**src/ccp_pkg.sv**
```systemverilog
package ccp_pkg;

  // ----------------------------------------------------------------
  // sizes
  // ----------------------------------------------------------------
  localparam int CCP_NCH = 2;
  localparam int CCP_CNT_W = 16;
  localparam int CCP_CTL_W = 4;
  // channel indices; CCP_CH4 is the channel that may capture on the neighbour event
  localparam int CCP_CH4 = 0;
  localparam int CCP_CH5 = 1;

  // ----------------------------------------------------------------
  // control field layout
  // ----------------------------------------------------------------
  localparam int CCP_BIT_CAP = 3;
  localparam int CCP_BIT_INIT = 2;
  localparam int CCP_BIT_BOTH = 1;
  localparam int CCP_BIT_FALL = 0;

  // ----------------------------------------------------------------
  // compare actions in bits 1:0
  // ----------------------------------------------------------------
  localparam logic [1:0] CCP_ACT_OFF = 2'h0;
  localparam logic [1:0] CCP_ACT_LOW = 2'h1;
  localparam logic [1:0] CCP_ACT_HIGH = 2'h2;
  localparam logic [1:0] CCP_ACT_TOG = 2'h3;

  // ----------------------------------------------------------------
  // reset values
  // ----------------------------------------------------------------
  localparam logic [CCP_CTL_W-1:0] CCP_CTL_RST = 4'h0;
  localparam logic [CCP_CNT_W-1:0] CCP_REG_RST = 16'hFFFF;
  localparam logic CCP_PIN_RST = 1'b0;

endpackage

```
**src/ccp_edge_if.sv**
```systemverilog
`timescale 1ns/1ps
`default_nettype none
interface ccp_edge_if;
  logic level;
  logic rise;
  logic fall;
  modport src (output level, output rise, output fall);
  modport dst (input level, input rise, input fall);
endinterface
`default_nettype wire

```
**src/ccp_pin_edge.sv**
```systemverilog
`timescale 1ns/1ps
`default_nettype none
module ccp_pin_edge
  import ccp_pkg::*;
(
  input wire logic clock_i,
  input wire logic rst_n_i,
  input wire logic pin_i,
  ccp_edge_if.src edge_o
);

  // ----------------------------------------------------------------
  // synchroniser and edge detector
  // ----------------------------------------------------------------
  typedef struct packed {
    logic meta;
    logic sync;
    logic prev;
  } ccp_edge_st_t;

  ccp_edge_st_t st_ff;
  ccp_edge_st_t nxt_st;

  always_comb begin
    nxt_st = st_ff;
    nxt_st.meta = pin_i;
    nxt_st.sync = st_ff.meta;
    nxt_st.prev = st_ff.sync;
  end

  always_ff @(posedge clock_i or negedge rst_n_i) begin
    if (!rst_n_i) begin
      st_ff <= '0;
    end else begin
      st_ff <= nxt_st;
    end
  end

  assign edge_o.level = st_ff.sync;
  assign edge_o.rise = st_ff.sync & ~st_ff.prev;
  assign edge_o.fall = ~st_ff.sync & st_ff.prev;

endmodule
`default_nettype wire

```
**src/ccp_pin_ctrl.sv**
```systemverilog
// How it works
// - Field 0x01 or 0x05 is output compare that drives the pin low at each match, from the level in bit 2.
// - Field 0x02 or 0x06 is output compare that drives the pin high at each match, from the level in bit 2.
// - Field 0x03 or 0x07 toggles the pin at each match from the bit 2 level, and bits 1:0 of 00 disable the pin.
// - Field 0x08 makes the A register capture the counter on a rising pin edge.
// - Field 0x09 makes the A register capture the counter on a falling pin edge.
// - Capture with bit 1 set takes both pin edges and ignores bit 0, except on channel 4 with bit 2 set.
// - Channel 4 with bits 3 and 2 set captures on the channel 3 A-register event and ignores bits 1:0.
// - Channel 4 with bit 3 set and bit 2 clear captures from its own pin on the edge chosen by bits 1:0.
// - Channel 5 in capture mode ignores bit 2 and always captures from its own pin.
`timescale 1ns/1ps
`default_nettype none
module ccp_pin_ctrl
  import ccp_pkg::*;
(
  input wire logic clock_i,
  input wire logic rst_n_i,
  input wire logic [CCP_CTL_W-1:0] ch4_io_control_i,
  input wire logic [CCP_CTL_W-1:0] ch5_io_control_i,
  input wire logic [CCP_CNT_W-1:0] ch4_count_i,
  input wire logic [CCP_CNT_W-1:0] ch5_count_i,
  input wire logic ch4_reg_a_wr_i,
  input wire logic ch5_reg_a_wr_i,
  input wire logic [CCP_CNT_W-1:0] reg_a_wdata_i,
  input wire logic ch3_a_event_i,
  input wire logic ch4_pin_a_i,
  input wire logic ch5_pin_a_i,
  output logic ch4_pin_a_o,
  output logic ch4_pin_a_oe_o,
  output logic ch5_pin_a_o,
  output logic ch5_pin_a_oe_o,
  output logic [CCP_CNT_W-1:0] ch4_general_reg_a_o,
  output logic [CCP_CNT_W-1:0] ch5_general_reg_a_o,
  output logic ch4_a_event_o,
  output logic ch5_a_event_o
);

  // ----------------------------------------------------------------
  // reset release
  // ----------------------------------------------------------------
  logic [1:0] rst_pipe_ff;
  logic rst_sync_n;

  always_ff @(posedge clock_i or negedge rst_n_i) begin
    if (!rst_n_i) begin
      rst_pipe_ff <= 2'h0;
    end else begin
      rst_pipe_ff <= {rst_pipe_ff[0], 1'b1};
    end
  end

  assign rst_sync_n = rst_pipe_ff[1];

  // ----------------------------------------------------------------
  // per-channel inputs and pin edges
  // ----------------------------------------------------------------
  logic [CCP_NCH-1:0][CCP_CTL_W-1:0] ctl;
  logic [CCP_NCH-1:0][CCP_CNT_W-1:0] cnt;
  logic [CCP_NCH-1:0] wr;
  logic [CCP_NCH-1:0] pin_in;
  logic [CCP_NCH-1:0] rise;
  logic [CCP_NCH-1:0] fall;

  assign ctl = {ch5_io_control_i, ch4_io_control_i};
  assign cnt = {ch5_count_i, ch4_count_i};
  assign wr = {ch5_reg_a_wr_i, ch4_reg_a_wr_i};
  assign pin_in = {ch5_pin_a_i, ch4_pin_a_i};

  ccp_edge_if eif[CCP_NCH] ();

  for (genvar g = 0; g < CCP_NCH; g++) begin : g_pin
    ccp_pin_edge u_edge (
      .clock_i(clock_i),
      .rst_n_i(rst_sync_n),
      .pin_i(pin_in[g]),
      .edge_o(eif[g])
    );
    assign rise[g] = eif[g].rise;
    assign fall[g] = eif[g].fall;
  end

  // ----------------------------------------------------------------
  // state
  // ----------------------------------------------------------------
  typedef struct packed {
    logic [CCP_NCH-1:0][CCP_CTL_W-1:0] ctl_q;
    logic [CCP_NCH-1:0] pin;
    logic [CCP_NCH-1:0] oe;
    logic [CCP_NCH-1:0][CCP_CNT_W-1:0] reg_a;
    logic [CCP_NCH-1:0] evt;
  } ccp_state_t;

  ccp_state_t st_ff;
  ccp_state_t nxt_st;

  // ----------------------------------------------------------------
  // match, field change and capture trigger
  // ----------------------------------------------------------------
  logic [CCP_NCH-1:0] match;
  logic [CCP_NCH-1:0] chg;
  logic [CCP_NCH-1:0] trig;

  always_comb begin
    for (int c = 0; c < CCP_NCH; c++) begin
      match[c] = !ctl[c][CCP_BIT_CAP] && (cnt[c] == st_ff.reg_a[c]);
      chg[c] = ctl[c] != st_ff.ctl_q[c];
      trig[c] = 1'b0;
      if (ctl[c][CCP_BIT_CAP]) begin
        if (c == CCP_CH4 && ctl[c][CCP_BIT_INIT]) begin
          trig[c] = ch3_a_event_i;
        end else if (ctl[c][CCP_BIT_BOTH]) begin
          trig[c] = rise[c] | fall[c];
        end else if (ctl[c][CCP_BIT_FALL]) begin
          trig[c] = fall[c];
        end else begin
          trig[c] = rise[c];
        end
      end
    end
  end

  // ----------------------------------------------------------------
  // next state
  // ----------------------------------------------------------------
  always_comb begin
    nxt_st = st_ff;
    for (int c = 0; c < CCP_NCH; c++) begin
      nxt_st.ctl_q[c] = ctl[c];
      nxt_st.evt[c] = 1'b0;
      if (wr[c]) begin
        nxt_st.reg_a[c] = reg_a_wdata_i;
      end
      if (!ctl[c][CCP_BIT_CAP]) begin
        nxt_st.oe[c] = ctl[c][1:0] != CCP_ACT_OFF;
        nxt_st.evt[c] = match[c];
        if (chg[c]) begin
          nxt_st.pin[c] = ctl[c][CCP_BIT_INIT];
        end else if (match[c]) begin
          case (ctl[c][1:0])
            CCP_ACT_LOW: nxt_st.pin[c] = 1'b0;
            CCP_ACT_HIGH: nxt_st.pin[c] = 1'b1;
            CCP_ACT_TOG: nxt_st.pin[c] = ~st_ff.pin[c];
            default: nxt_st.pin[c] = st_ff.pin[c];
          endcase
        end
      end else begin
        // capture takes the counter, winning over a write
        nxt_st.oe[c] = 1'b0;
        if (trig[c]) begin
          nxt_st.reg_a[c] = cnt[c];
          nxt_st.evt[c] = 1'b1;
        end
      end
    end
  end

  always_ff @(posedge clock_i or negedge rst_sync_n) begin
    if (!rst_sync_n) begin
      st_ff.ctl_q <= {CCP_NCH{CCP_CTL_RST}};
      st_ff.pin <= {CCP_NCH{CCP_PIN_RST}};
      st_ff.oe <= '0;
      st_ff.reg_a <= {CCP_NCH{CCP_REG_RST}};
      st_ff.evt <= '0;
    end else begin
      st_ff <= nxt_st;
    end
  end

  assign ch4_pin_a_o = st_ff.pin[CCP_CH4];
  assign ch4_pin_a_oe_o = st_ff.oe[CCP_CH4];
  assign ch5_pin_a_o = st_ff.pin[CCP_CH5];
  assign ch5_pin_a_oe_o = st_ff.oe[CCP_CH5];
  assign ch4_general_reg_a_o = st_ff.reg_a[CCP_CH4];
  assign ch5_general_reg_a_o = st_ff.reg_a[CCP_CH5];
  assign ch4_a_event_o = st_ff.evt[CCP_CH4];
  assign ch5_a_event_o = st_ff.evt[CCP_CH5];
endmodule
`default_nettype wire

```
**config.mk**
```make
export PLATFORM = sky130hd
export DESIGN_NAME = ccp_pin_ctrl
export DESIGN_NICKNAME = d
export VERILOG_FILES = /design/src/ccp_pkg.sv /design/src/ccp_edge_if.sv /design/src/ccp_pin_edge.sv /design/src/ccp_pin_ctrl.sv
export SDC_FILE = /design/constraint.sdc
export NUM_CORES = 1
export LEC_CHECK = 0
export ABC_CLOCK_PERIOD_IN_PS = 2100
export BUFFER_PORTS_ARGS = -buffer_cell sky130_fd_sc_hd__buf_2
export CORE_ASPECT_RATIO = 0.7
export CORE_MARGIN = 4
export CORE_UTILIZATION = 51
export DETAILED_ROUTE_END_ITERATION = 8
export GPL_TIMING_DRIVEN = 0
export HOLD_SLACK_MARGIN = 0.03
export PLACE_DENSITY_LB_ADDON = 0.12
export SYNTH_ARGS = -nofsm -noshare
export SYNTH_HDL_FRONTEND = slang
export SYNTH_SLANG_ARGS = --single-unit
```
**constraint.sdc**
```tcl
create_clock -name clock_i -period 2.1 [get_ports clock_i]
set_input_delay 0.315 -clock clock_i [delete_from_list [all_inputs] [get_ports clock_i]]
set_output_delay 0.315 -clock clock_i [all_outputs]
set_load 0.005 [all_outputs]
```
==> results.yml, run 1 <==
run_status:
  status: "finished, final reports clean"
route:
  drtPass1Iterations: 4
  post_drt_wl_per_cell_um: 15.9
  route.met3.wl_um: 638
  wirelength_um: 7260
  final_antenna_net_count: 0
  drt-initial-drc-count: 66
  via_count: 2269
  wl_met1_um: 3540
  drc: 0
  wl_met2_um: 3010
  dr.max_layer_used: "met4"
  routed_via_density: 4.96
logic_synthesis:
  synth_edf_count: 0
  yosysWarnings: 0
  syn_inst: 272
  ys_seq_elements: 54
  yosysUniqueCellTypes: 33
  synthArstFlopShare_pct: 100
  syn-num-nets: 342
  synth_ff_type: "dfstp_2"
  synth-seq-area-share_pct: 44.8
  syn_area_sq_um: 3110
  avgSynthCellArea_sq_um: 11.4
critical_path:
  worstPathCellList: "xor2_1 > nor4_1 > nand4_1 > o31ai_1 > mux2_2"
  path_max_fanout: 3
  cp-start-kind: "register"
  crit_path_max_incr_delay_ns: 0.56
  crit_type: "reg2reg"
  arrival_ns: 2.16
  endpoint_kind: "register"
  required_ns: 2.30
  cpMaxStageDelayCell: "dfstp_2"
power_and_ir_drop:
  cellPowerDensity_nw_per_um2: 701
  ir_worst_vdd_v: 0.000458
  p_leak_nw: 1.85
floorplan:
  die_x_um: 101
  core_area_sq_um: 5810
  die_h_um: 73.3
  ios: 101
  dieArea_sq_um: 7420
  floorplan.initialDensity_pct: 53.4
  fp-row-count: 23
timing:
  hold_viol_final: 0
  fin_crit_sh_pct: 93.5
  setup_ws_ns: 0.136
  setup_viol: 0
  fin_worst_skew_ns: 0.00604
  fmax_ghz: 0.509
  tightest_slew_ns: 0.590
  slew_violations: 0
  rsz0062_at_grt: "no"
  slew_headroom_pct: 60.7
  layout_min_cycle_time_ns: 1.96
  setup_tns_ns: 0
clock_network:
  clk_latency_ns: 0.31
  cts-buffers-inserted: 5
  ctsLongestPathBuffers: 2
  clkTransAtPathRegs_ns: 0.09
  ctsHtreeMaxLevel: 2
  cts-root-buf: "clkbuf_8"
  cts_tree: "done"
  cts_sinks: 54
placement:
  dp_hpwl_um: 5760
  dp.cells: 446
  pre_cts_ws_ns: 0.118
  io_buffers: 98
  place.gp.congestion: 0.845
grt:
  grt_first_pass_wirelength_um: 11600
  gr-total-overflow: 0
  grt_pass1_vias: 2271
  grt_max_degree: 32
  track_usage_pct: 20.5
  antenna_found_initial: 0
finish:
  fillCellCount: 513
  multi_input_area_sq_um: 1400
  nets: 451
  regArea_sq_um: 1390
  antennaDiodeCount: 0
  drive_gt1_share_pct: 55.5
  layout.cells.non_filler: 457
  mostFrequentLayoutCells: "100 x buf_2, 34 x buf_4, 32 x dfstp_2"
  area_growth_pct: 23.2
  final_common_cell: "buf_2"
worst_hold_path:
  hold_path_class: "in2reg"
flow_run:
  max_cap_viol_count: 0
==> metrics by stage <==
stage	utilization, %	area [sq um]	total power, mW	hold WS (ns)
floorplan	-	3110	1.80	0.0194
global placement	63.5	3690	2.07	0.101
detailed placement	63.8	3710	2.10	0.100
CTS	65.6	3810	2.70	0.103
global route	65.8	3830	2.83	0.0905
finish	65.8	3830	2.68	0.108
==> cell type report <==
| class | instances | share of cell area [%] |
|---|---|---|
| buffer | 40 | 7.42 |
| clock buffer | 7 | 2.26 |
| clock inverter | 1 | 0.131 |
| inverter | 7 | 0.686 |
| multi-input combinational | 171 | 36.7 |
| sequential | 54 | 36.4 |
| tap | 75 | 2.45 |
| timing repair buffer | 102 | 14.0 |
==> power by group <==
part	total [mW]	switching, mW	leakage, nW	internal [mW]
clock	0.598	0.332	0.0482	0.267
combinational	0.751	0.311	1.20	0.440
sequential	1.33	0.107	0.597	1.22
total	2.68	0.750	1.85	1.93
==> sequential cells by signal (all words and copies together) (netlist names) <==
signal / cells
ch4_general_reg_a_o: 16
ch5_general_reg_a_o: 16
st_ff: 8
g_pin.u_edge.edge_o.level: 2
g_pin.u_edge.nxt_st: 2
g_pin.u_edge.st_ff: 2
rst_pipe_ff: 2
ch4_a_event_o: 1
ch4_pin_a_o: 1
ch4_pin_a_oe_o: 1
ch5_a_event_o: 1
ch5_pin_a_o: 1
ch5_pin_a_oe_o: 1
==> worst paths after layout <==
path	endpoint	startpoint	slack (ns)	depth (start not counted)
hold reg to reg	g_pin[1].u_edge.nxt_st[1]$_DFF_PN0_	rst_pipe_ff[1]$_DFF_PN0_	0.24	0
min in group asynchronous	g_pin[1].u_edge.nxt_st[1]$_DFF_PN0_	rst_pipe_ff[1]$_DFF_PN0_	0.24	0
setup reg to reg	ch4_pin_a_o$_DFFE_PN0P_	ch4_general_reg_a_o[6]$_DFF_PN1_	0.14	5
max in group asynchronous	ch4_general_reg_a_o[12]$_DFF_PN1_	rst_pipe_ff[1]$_DFF_PN0_	1.25	1
setup / recovery	ch4_pin_a_o$_DFFE_PN0P_	ch4_general_reg_a_o[6]$_DFF_PN1_	0.14	5
hold / removal	g_pin[1].u_edge.nxt_st[1]$_DFF_PN0_	ch5_pin_a_i	0.11	1
==> per-layer routing <==
layer	vias up	GRT usage (%)
li1	1106	-
met1	1074	31.1
met2	84	29.4
met3	5	5.03
met4	0	4.87
met5	-	0
==> cell families (layout without fill, tap and decap cells) <==
kind of cell    after synthesis  after routing  synth area share [%]
simple gates                 43             43                  6.29
mux                          51             51                  18.9
xor+xnor                     40             40                  11.3
compound gates               29             29                  5.84
fa+ha+maj                     7              7                  2.82
buf+inv                      47            157                  9.99
other cells                   1              1                 0.121
flops                        54             54                  44.8
==> critical path: cells and delay by family (launching register included) <==
kind | cells | cell delay (ns)
and+or+nand+nor | 2 | 0.60
DFF | 1 | 0.56
muxes | 1 | 0.36
AOI/OAI and AO/OA | 1 | 0.25
xor gates and xnor gates | 1 | 0.07
==> Yosys cell counts, types with 2 or more instances <==
library cell	instances	area share (%)
a21oi_1	18	2.9
buf_2	2	0.32
buf_4	32	7.7
clkbuf_1	5	0.60
dfrtp_1	22	18
dfstp_2	32	27
ha_1	7	2.8
inv_1	7	0.85
mux2_2	24	8.7
mux2_4	9	4.4
mux2i_1	18	5.8
nand2_1	6	0.73
nand3_1	3	0.48
nand4_1	4	0.81
nor2_1	21	2.5
nor3_1	2	0.32
nor4_1	5	1.0
o21ai_0	2	0.32
xnor2_1	18	5.1
xor2_1	22	6.2
==> what timing repair did <==
action,CTS,global route
setup buffers,0,2
hold buffers,1,0
gates resized for setup,0,0
endpoints found under the hold margin,2,0
endpoints found under the setup margin,0,8
No activity file was read; power rests on OpenSTA's default activity.
==> run 2, diff against run 1 <==
Settings changed: SYNTH_HIERARCHICAL set to 1.
==> run 2 against run 1 <==
Net effect: design area fell by 1.4%; critical path depth unchanged; combinational power is 8.5% lower; total power up 7.1%; first-iteration DRC count rose by 9.1%; worst setup slack better by 0.13 ns; die area decreased by 2.7%; count of clock-buffer cells in the layout down 1; flip-flop and latch count did not move; non-clock buffer count unchanged; largest cell class is now registers.
==> results.yml, run 2 <==
route:
  final_antenna_net_count: 0
  wirelength_um: 7060
  drc: 0
  post_drt_wl_per_cell_um: 15.1
  drt-initial-drc-count: 72
  via_count: 2278
  drtPass1Iterations: 4
  routed_via_density: 4.87
run_status:
  status: "finished, final reports clean"
timing:
  slew_headroom_pct: 58.8
  rsz0062_at_grt: "no"
  layout_min_cycle_time_ns: 1.83
  holdWs_ns: 0.107
  fmax_ghz: 0.546
  hold_viol_final: 0
  fin_crit_sh_pct: 87.3
  slew_violations: 0
  tightest_slew_ns: 0.618
  fin_worst_skew_ns: 0.00858
  setup_viol: 0
  setup_tns_ns: 0
logic_synthesis:
  synth_ff_type: "dfstp_2"
  synth-seq-area-share_pct: 46.2
  syn_inst: 285
  syn-num-nets: 351
  synth_edf_count: 0
  yosys.area.top_type: "dfstp_2"
  ys_seq_elements: 54
  synth_most_common_cell: "nor2_1"
  yosysWarnings: 6
  yosys-top-cells-area: "dfstp_2 28%, dfrtp_1 18%, mux2i_1 11%"
  synth_top_area_share_pct: 27.9
  yosysUniqueCellTypes: 32
  synth_common_cells: "37 x nor2_1, 34 x a21oi_1, 33 x mux2i_1"
  syn_area_sq_um: 3010
  avgSynthCellArea_sq_um: 10.6
  synthArstFlopShare_pct: 100
floorplan:
  die_h_um: 72.3
  floorplan.initialDensity_pct: 52.6
  dieArea_sq_um: 7220
  core_area_sq_um: 5730
  ios: 101
  die_x_um: 99.9
  fp-row-count: 23
critical_path:
  path_max_fanout: 3
  required_ns: 2.30
  critPathLaunch: "ch4_general_reg_a_o[0]$_DFF_PN1_"
  worstReg2RegStart: "ch4_general_reg_a_o[0]$_DFF_PN1_"
  crit_type: "reg2reg"
  cp-start-kind: "register"
  rr_worst_depth: 5
  arrival_ns: 2.03
  endpoint_kind: "register"
placement:
  place.gp.congestion: 0.796
  dp.cells: 459
  place_area_sq_um: 3620
  io_buffers: 98
  dp_hpwl_um: 5580
grt:
  grt_first_pass_wirelength_um: 11300
  grt_max_degree: 28
  track_usage_pct: 20.1
  grt_pass1_vias: 2285
  antenna_found_initial: 0
  gr-total-overflow: 0
power_and_ir_drop:
  cellPowerDensity_nw_per_um2: 761
  ir_worst_vdd_v: 0.000434
  p_leak_nw: 1.81
clock_network:
  ctsHtreeMaxLevel: 2
  cts_tree: "done"
  ctsLongestPathBuffers: 2
  cts-root-buf: "clkbuf_8"
  clkTransAtPathRegs_ns: 0.09
  clk_latency_ns: 0.31
  cts_setup_buffers: 0
  cts_resized: 0
  cts_sinks: 54
  cts-buffers-inserted: 5
finish:
  final_common_cell: "buf_2"
  final_area_sq_um: 3770
  area_growth_pct: 25.2
  antennaDiodeCount: 0
  layout.cells.non_filler: 468
  drive_gt1_share_pct: 49.6
  mostFrequentLayoutCells: "108 x buf_2, 37 x nor2_1, 34 x a21oi_1"
  nets: 458
worst_hold_path:
  hold_path_class: "in2reg"
  holdPathStages: 1
  hp-start: "ch4_pin_a_i"
flow_run:
  max_cap_viol_count: 0
run 2: report_power, final:
part / switching, mW / internal, mW / total, mW
Sequential: 0.107 / 1.22 / 1.33
Clock: 0.348 / 0.509 / 0.857
Combinational: 0.300 / 0.387 / 0.687
Total: 0.755 / 2.12 / 2.87
run 2: worst max-delay path, cell delays in order, from the launching register on:
cell     delay [ns]
dfstp_2        0.57
xor2_1         0.09
nor4_2         0.28
nand4_1        0.20
o31ai_2        0.23
mux2_2         0.36
run 2: path summary, 6_finish.rpt:
kind,end,slack [ns]
setup / recovery,ch4_pin_a_o$_DFFE_PN0P_,0.27
hold / removal,g_pin[0].u_edge/nxt_st[1]$_DFF_PN0_,0.11
setup reg to reg,ch4_pin_a_o$_DFFE_PN0P_,0.27
hold reg to reg,st_ff[45]$_DFF_PN0_,0.29
max in group asynchronous,ch4_general_reg_a_o[9]$_DFF_PN1_,1.17
min in group asynchronous,st_ff[45]$_DFF_PN0_,0.29
run 2: repair_timing:
item / in CTS / in global routing
endpoints found under the setup margin: 0 / 0
endpoints found under the hold margin: 2 / 0
hold buffers: 1 / 0
run 2: through the flow:
stage                     util, %  setup WS, ns  power, mW
after floorplan                 -         0.463       1.76
after global placement       62.8        -0.115       2.01
after detailed placement     63.2         0.288       2.04
after CTS                    65.9         0.253       2.89
after global routing         65.9         0.140       3.02
final                        65.9         0.268       2.87
run 2: routing by layer:
| layer | vias to the layer above | track usage, % | wire, um |
|---|---|---|---|
| met5 | - | 0 | 0 |
| met4 | 0 | 4.09 | 61 |
| met3 | 8 | 4.32 | 417 |
| met2 | 67 | 31.2 | 3170 |
| met1 | 1061 | 29.2 | 3410 |
| li1 | 1142 | - | - |
run 2: cell type report:
| type | count | area [sq um] |
|---|---|---|
| fillers | 468 | 1950 |
| flip-flops and latches | 54 | 1390 |
| multi-input cells | 185 | 1320 |
| repair buffers | 100 | 520 |
| plain buffers | 42 | 290 |
| well taps | 75 | 93.8 |
| clock buffers | 6 | 82.6 |
| clock inverters | 2 | 60.1 |
| inverters | 4 | 15.0 |
run 2: kinds of logic (layout without fill, tap and decap cells):
kind of cell | after synthesis | in the layout | share of synthesized area [%]
buf+inv | 46 | 154 | 10.1
other cells | 1 | 1 | 0.124
mux | 35 | 35 | 11.7
flops | 54 | 54 | 46.2
compound gates | 46 | 46 | 8.80
fa+ha+maj | 3 | 3 | 1.25
xor+xnor | 40 | 40 | 11.6
simple gates | 60 | 60 | 10.2
==> run 3, diff against run 2 <==
Settings changed: PLACE_DENSITY set to 0.87, PLACE_DENSITY_LB_ADDON 0.12 to not set.
==> run 3 against run 2 <==
Net effect: via count is 2.3% higher; highest routed layer unchanged; critical path depth stayed put; flip-flop and latch count stayed put; sequential share of layout area grew 0.61 points; combinational power is 0.6% higher; non-clock buffer count unchanged; sequential power about the same; global-route usage up 0.41 points; final cell count did not move; largest power group unchanged; core utilization down 1.1 points; clock skew shrank 0.0012 ns; critical path type unchanged; worst setup slack got worse by 0.0047 ns.
==> results.yml, run 3 (synthesized netlist as in run 2, its figures left out) <==
clock_network:
  cts-buffers-inserted: 5
  ctsLongestPathBuffers: 2
  clkTransAtPathRegs_ns: 0.09
  cts_tree: "done"
  cts-root-buf: "clkbuf_8"
  cts_sinks: 54
  cts_resized: 0
  ctsHtreeMaxLevel: 2
  clk_latency_ns: 0.31
  ctsHoldBuffers: 1
  cts_setup_buffers: 0
worst_hold_path:
  hold_path_class: "in2reg"
  hp-start: "ch4_pin_a_i"
timing:
  fmax_ghz: 0.544
  fin_worst_skew_ns: 0.00738
  hold_viol_final: 0
  rsz0062_at_grt: "no"
  setup_ws_ns: 0.263
  fin_crit_sh_pct: 87.5
  setup_tns_ns: 0
  tightest_slew_ns: 0.623
  slew_headroom_pct: 58.5
  setup_viol: 0
  holdWs_ns: 0.110
  slew_violations: 0
  layout_min_cycle_time_ns: 1.84
finish:
  drive_gt1_share_pct: 49.1
  final_common_cell: "buf_2"
  nets: 458
  area_growth_pct: 23.1
  layout.cells.non_filler: 468
  final_area_sq_um: 3710
  antennaDiodeCount: 0
  mostFrequentLayoutCells: "108 x buf_2, 37 x nor2_1, 34 x a21oi_1"
floorplan:
  die_x_um: 99.9
  floorplan.initialDensity_pct: 52.6
  dieArea_sq_um: 7220
  ios: 101
  core_area_sq_um: 5730
  fp-row-count: 23
  die_h_um: 72.3
flow_run:
  max_cap_viol_count: 0
critical_path:
  cpMaxStageDelayCell: "dfstp_2"
  worstReg2RegStart: "ch4_general_reg_a_o[11]$_DFF_PN1_"
  worstPathCellList: "xor2_1 > nor4_2 > nand4_1 > o31ai_2 > mux2_2"
  crit_path_max_incr_delay_ns: 0.56
  critPathLaunch: "ch4_general_reg_a_o[11]$_DFF_PN1_"
  endpoint_kind: "register"
  cp-start-kind: "register"
  required_ns: 2.30
  crit_type: "reg2reg"
  path_max_fanout: 3
  arrival_ns: 2.03
placement:
  place_area_sq_um: 3620
  dp_hpwl_um: 5690
  pre_cts_ws_ns: 0.281
  io_buffers: 98
  place.gp.congestion: 0.892
  dp.cells: 459
route:
  routed_via_density: 4.98
  final_antenna_net_count: 0
  drc: 0
  wirelength_um: 7170
  drtPass1Iterations: 4
  drt-initial-drc-count: 52
  via_count: 2330
  post_drt_wl_per_cell_um: 15.3
power_and_ir_drop:
  p_int_mw: 1.84
  p_seq_share_pct: 51.5
  comb_power_share_pct: 26.8
  ir_worst_vdd_v: 0.000376
  p_sw_share_pct: 28.8
  power.share.clock_pct: 21.7
  cellPowerDensity_nw_per_um2: 696
  p_sw_mw: 0.744
  p_leak_nw: 1.79
grt:
  antenna_found_initial: 0
  grt_first_pass_wirelength_um: 11400
  track_usage_pct: 20.5
  grt_max_degree: 28
  grt_pass1_vias: 2310
  gr-total-overflow: 0
run_status:
  status: "finished, final reports clean"
## run 3: final cells by class
type                       count  area [sq um]
tap                           75          93.8
fill                         484          2020
buffer                        42           290
inverter                       4          15.0
sequential                    54          1390
multi-input combinational    185          1320
clock buffer                   6          72.6
clock inverter                 2          8.76
timing repair buffer         100           520
## run 3: through the flow
stage | utilization (%) | power (mW)
floorplan | - | 1.76
detailed placement | 63.2 | 2.04
CTS | 64.8 | 2.61
global route | 64.8 | 2.73
global placement | 62.8 | 2.01
finish | 64.8 | 2.58
## run 3: power by group through the flow
stage,registers (mW),logic (mW),clock network [mW]
detailed placement,1.35,0.693,0
floorplan,1.33,0.434,0
global placement,1.35,0.661,0
finish,1.33,0.691,0.560
CTS,1.33,0.697,0.580
global route,1.35,0.760,0.621
## run 3: critical path, delay by kind of cell, from the launching register on
family / cells / cell delay, ns
xor+xnor: 1 / 0.10
mux: 1 / 0.36
compound gates: 1 / 0.23
simple gates: 2 / 0.49
flops: 1 / 0.56
## run 3: final timing paths
| check | end | slack (ns) | cells after the start |
|---|---|---|---|
| setup / recovery | ch4_pin_a_o$_DFFE_PN0P_ | 0.26 | 5 |
| hold / removal | g_pin[0].u_edge/nxt_st[1]$_DFF_PN0_ | 0.11 | 1 |
| setup reg to reg | ch4_pin_a_o$_DFFE_PN0P_ | 0.26 | 5 |
| hold reg to reg | st_ff[41]$_DFF_PN0_ | 0.30 | 0 |
| max in group asynchronous | ch5_general_reg_a_o[4]$_DFF_PN1_ | 1.17 | 1 |
| min in group asynchronous | st_ff[41]$_DFF_PN0_ | 0.30 | 0 |
## run 3: layer usage
layer,wire length [um],global-route usage [%],part of all wire (%)
met3,513,4.32,7.2
met2,3430,33.6,48
met5,0,0,0
met4,67,5.15,0.93
met1,3170,27.9,44
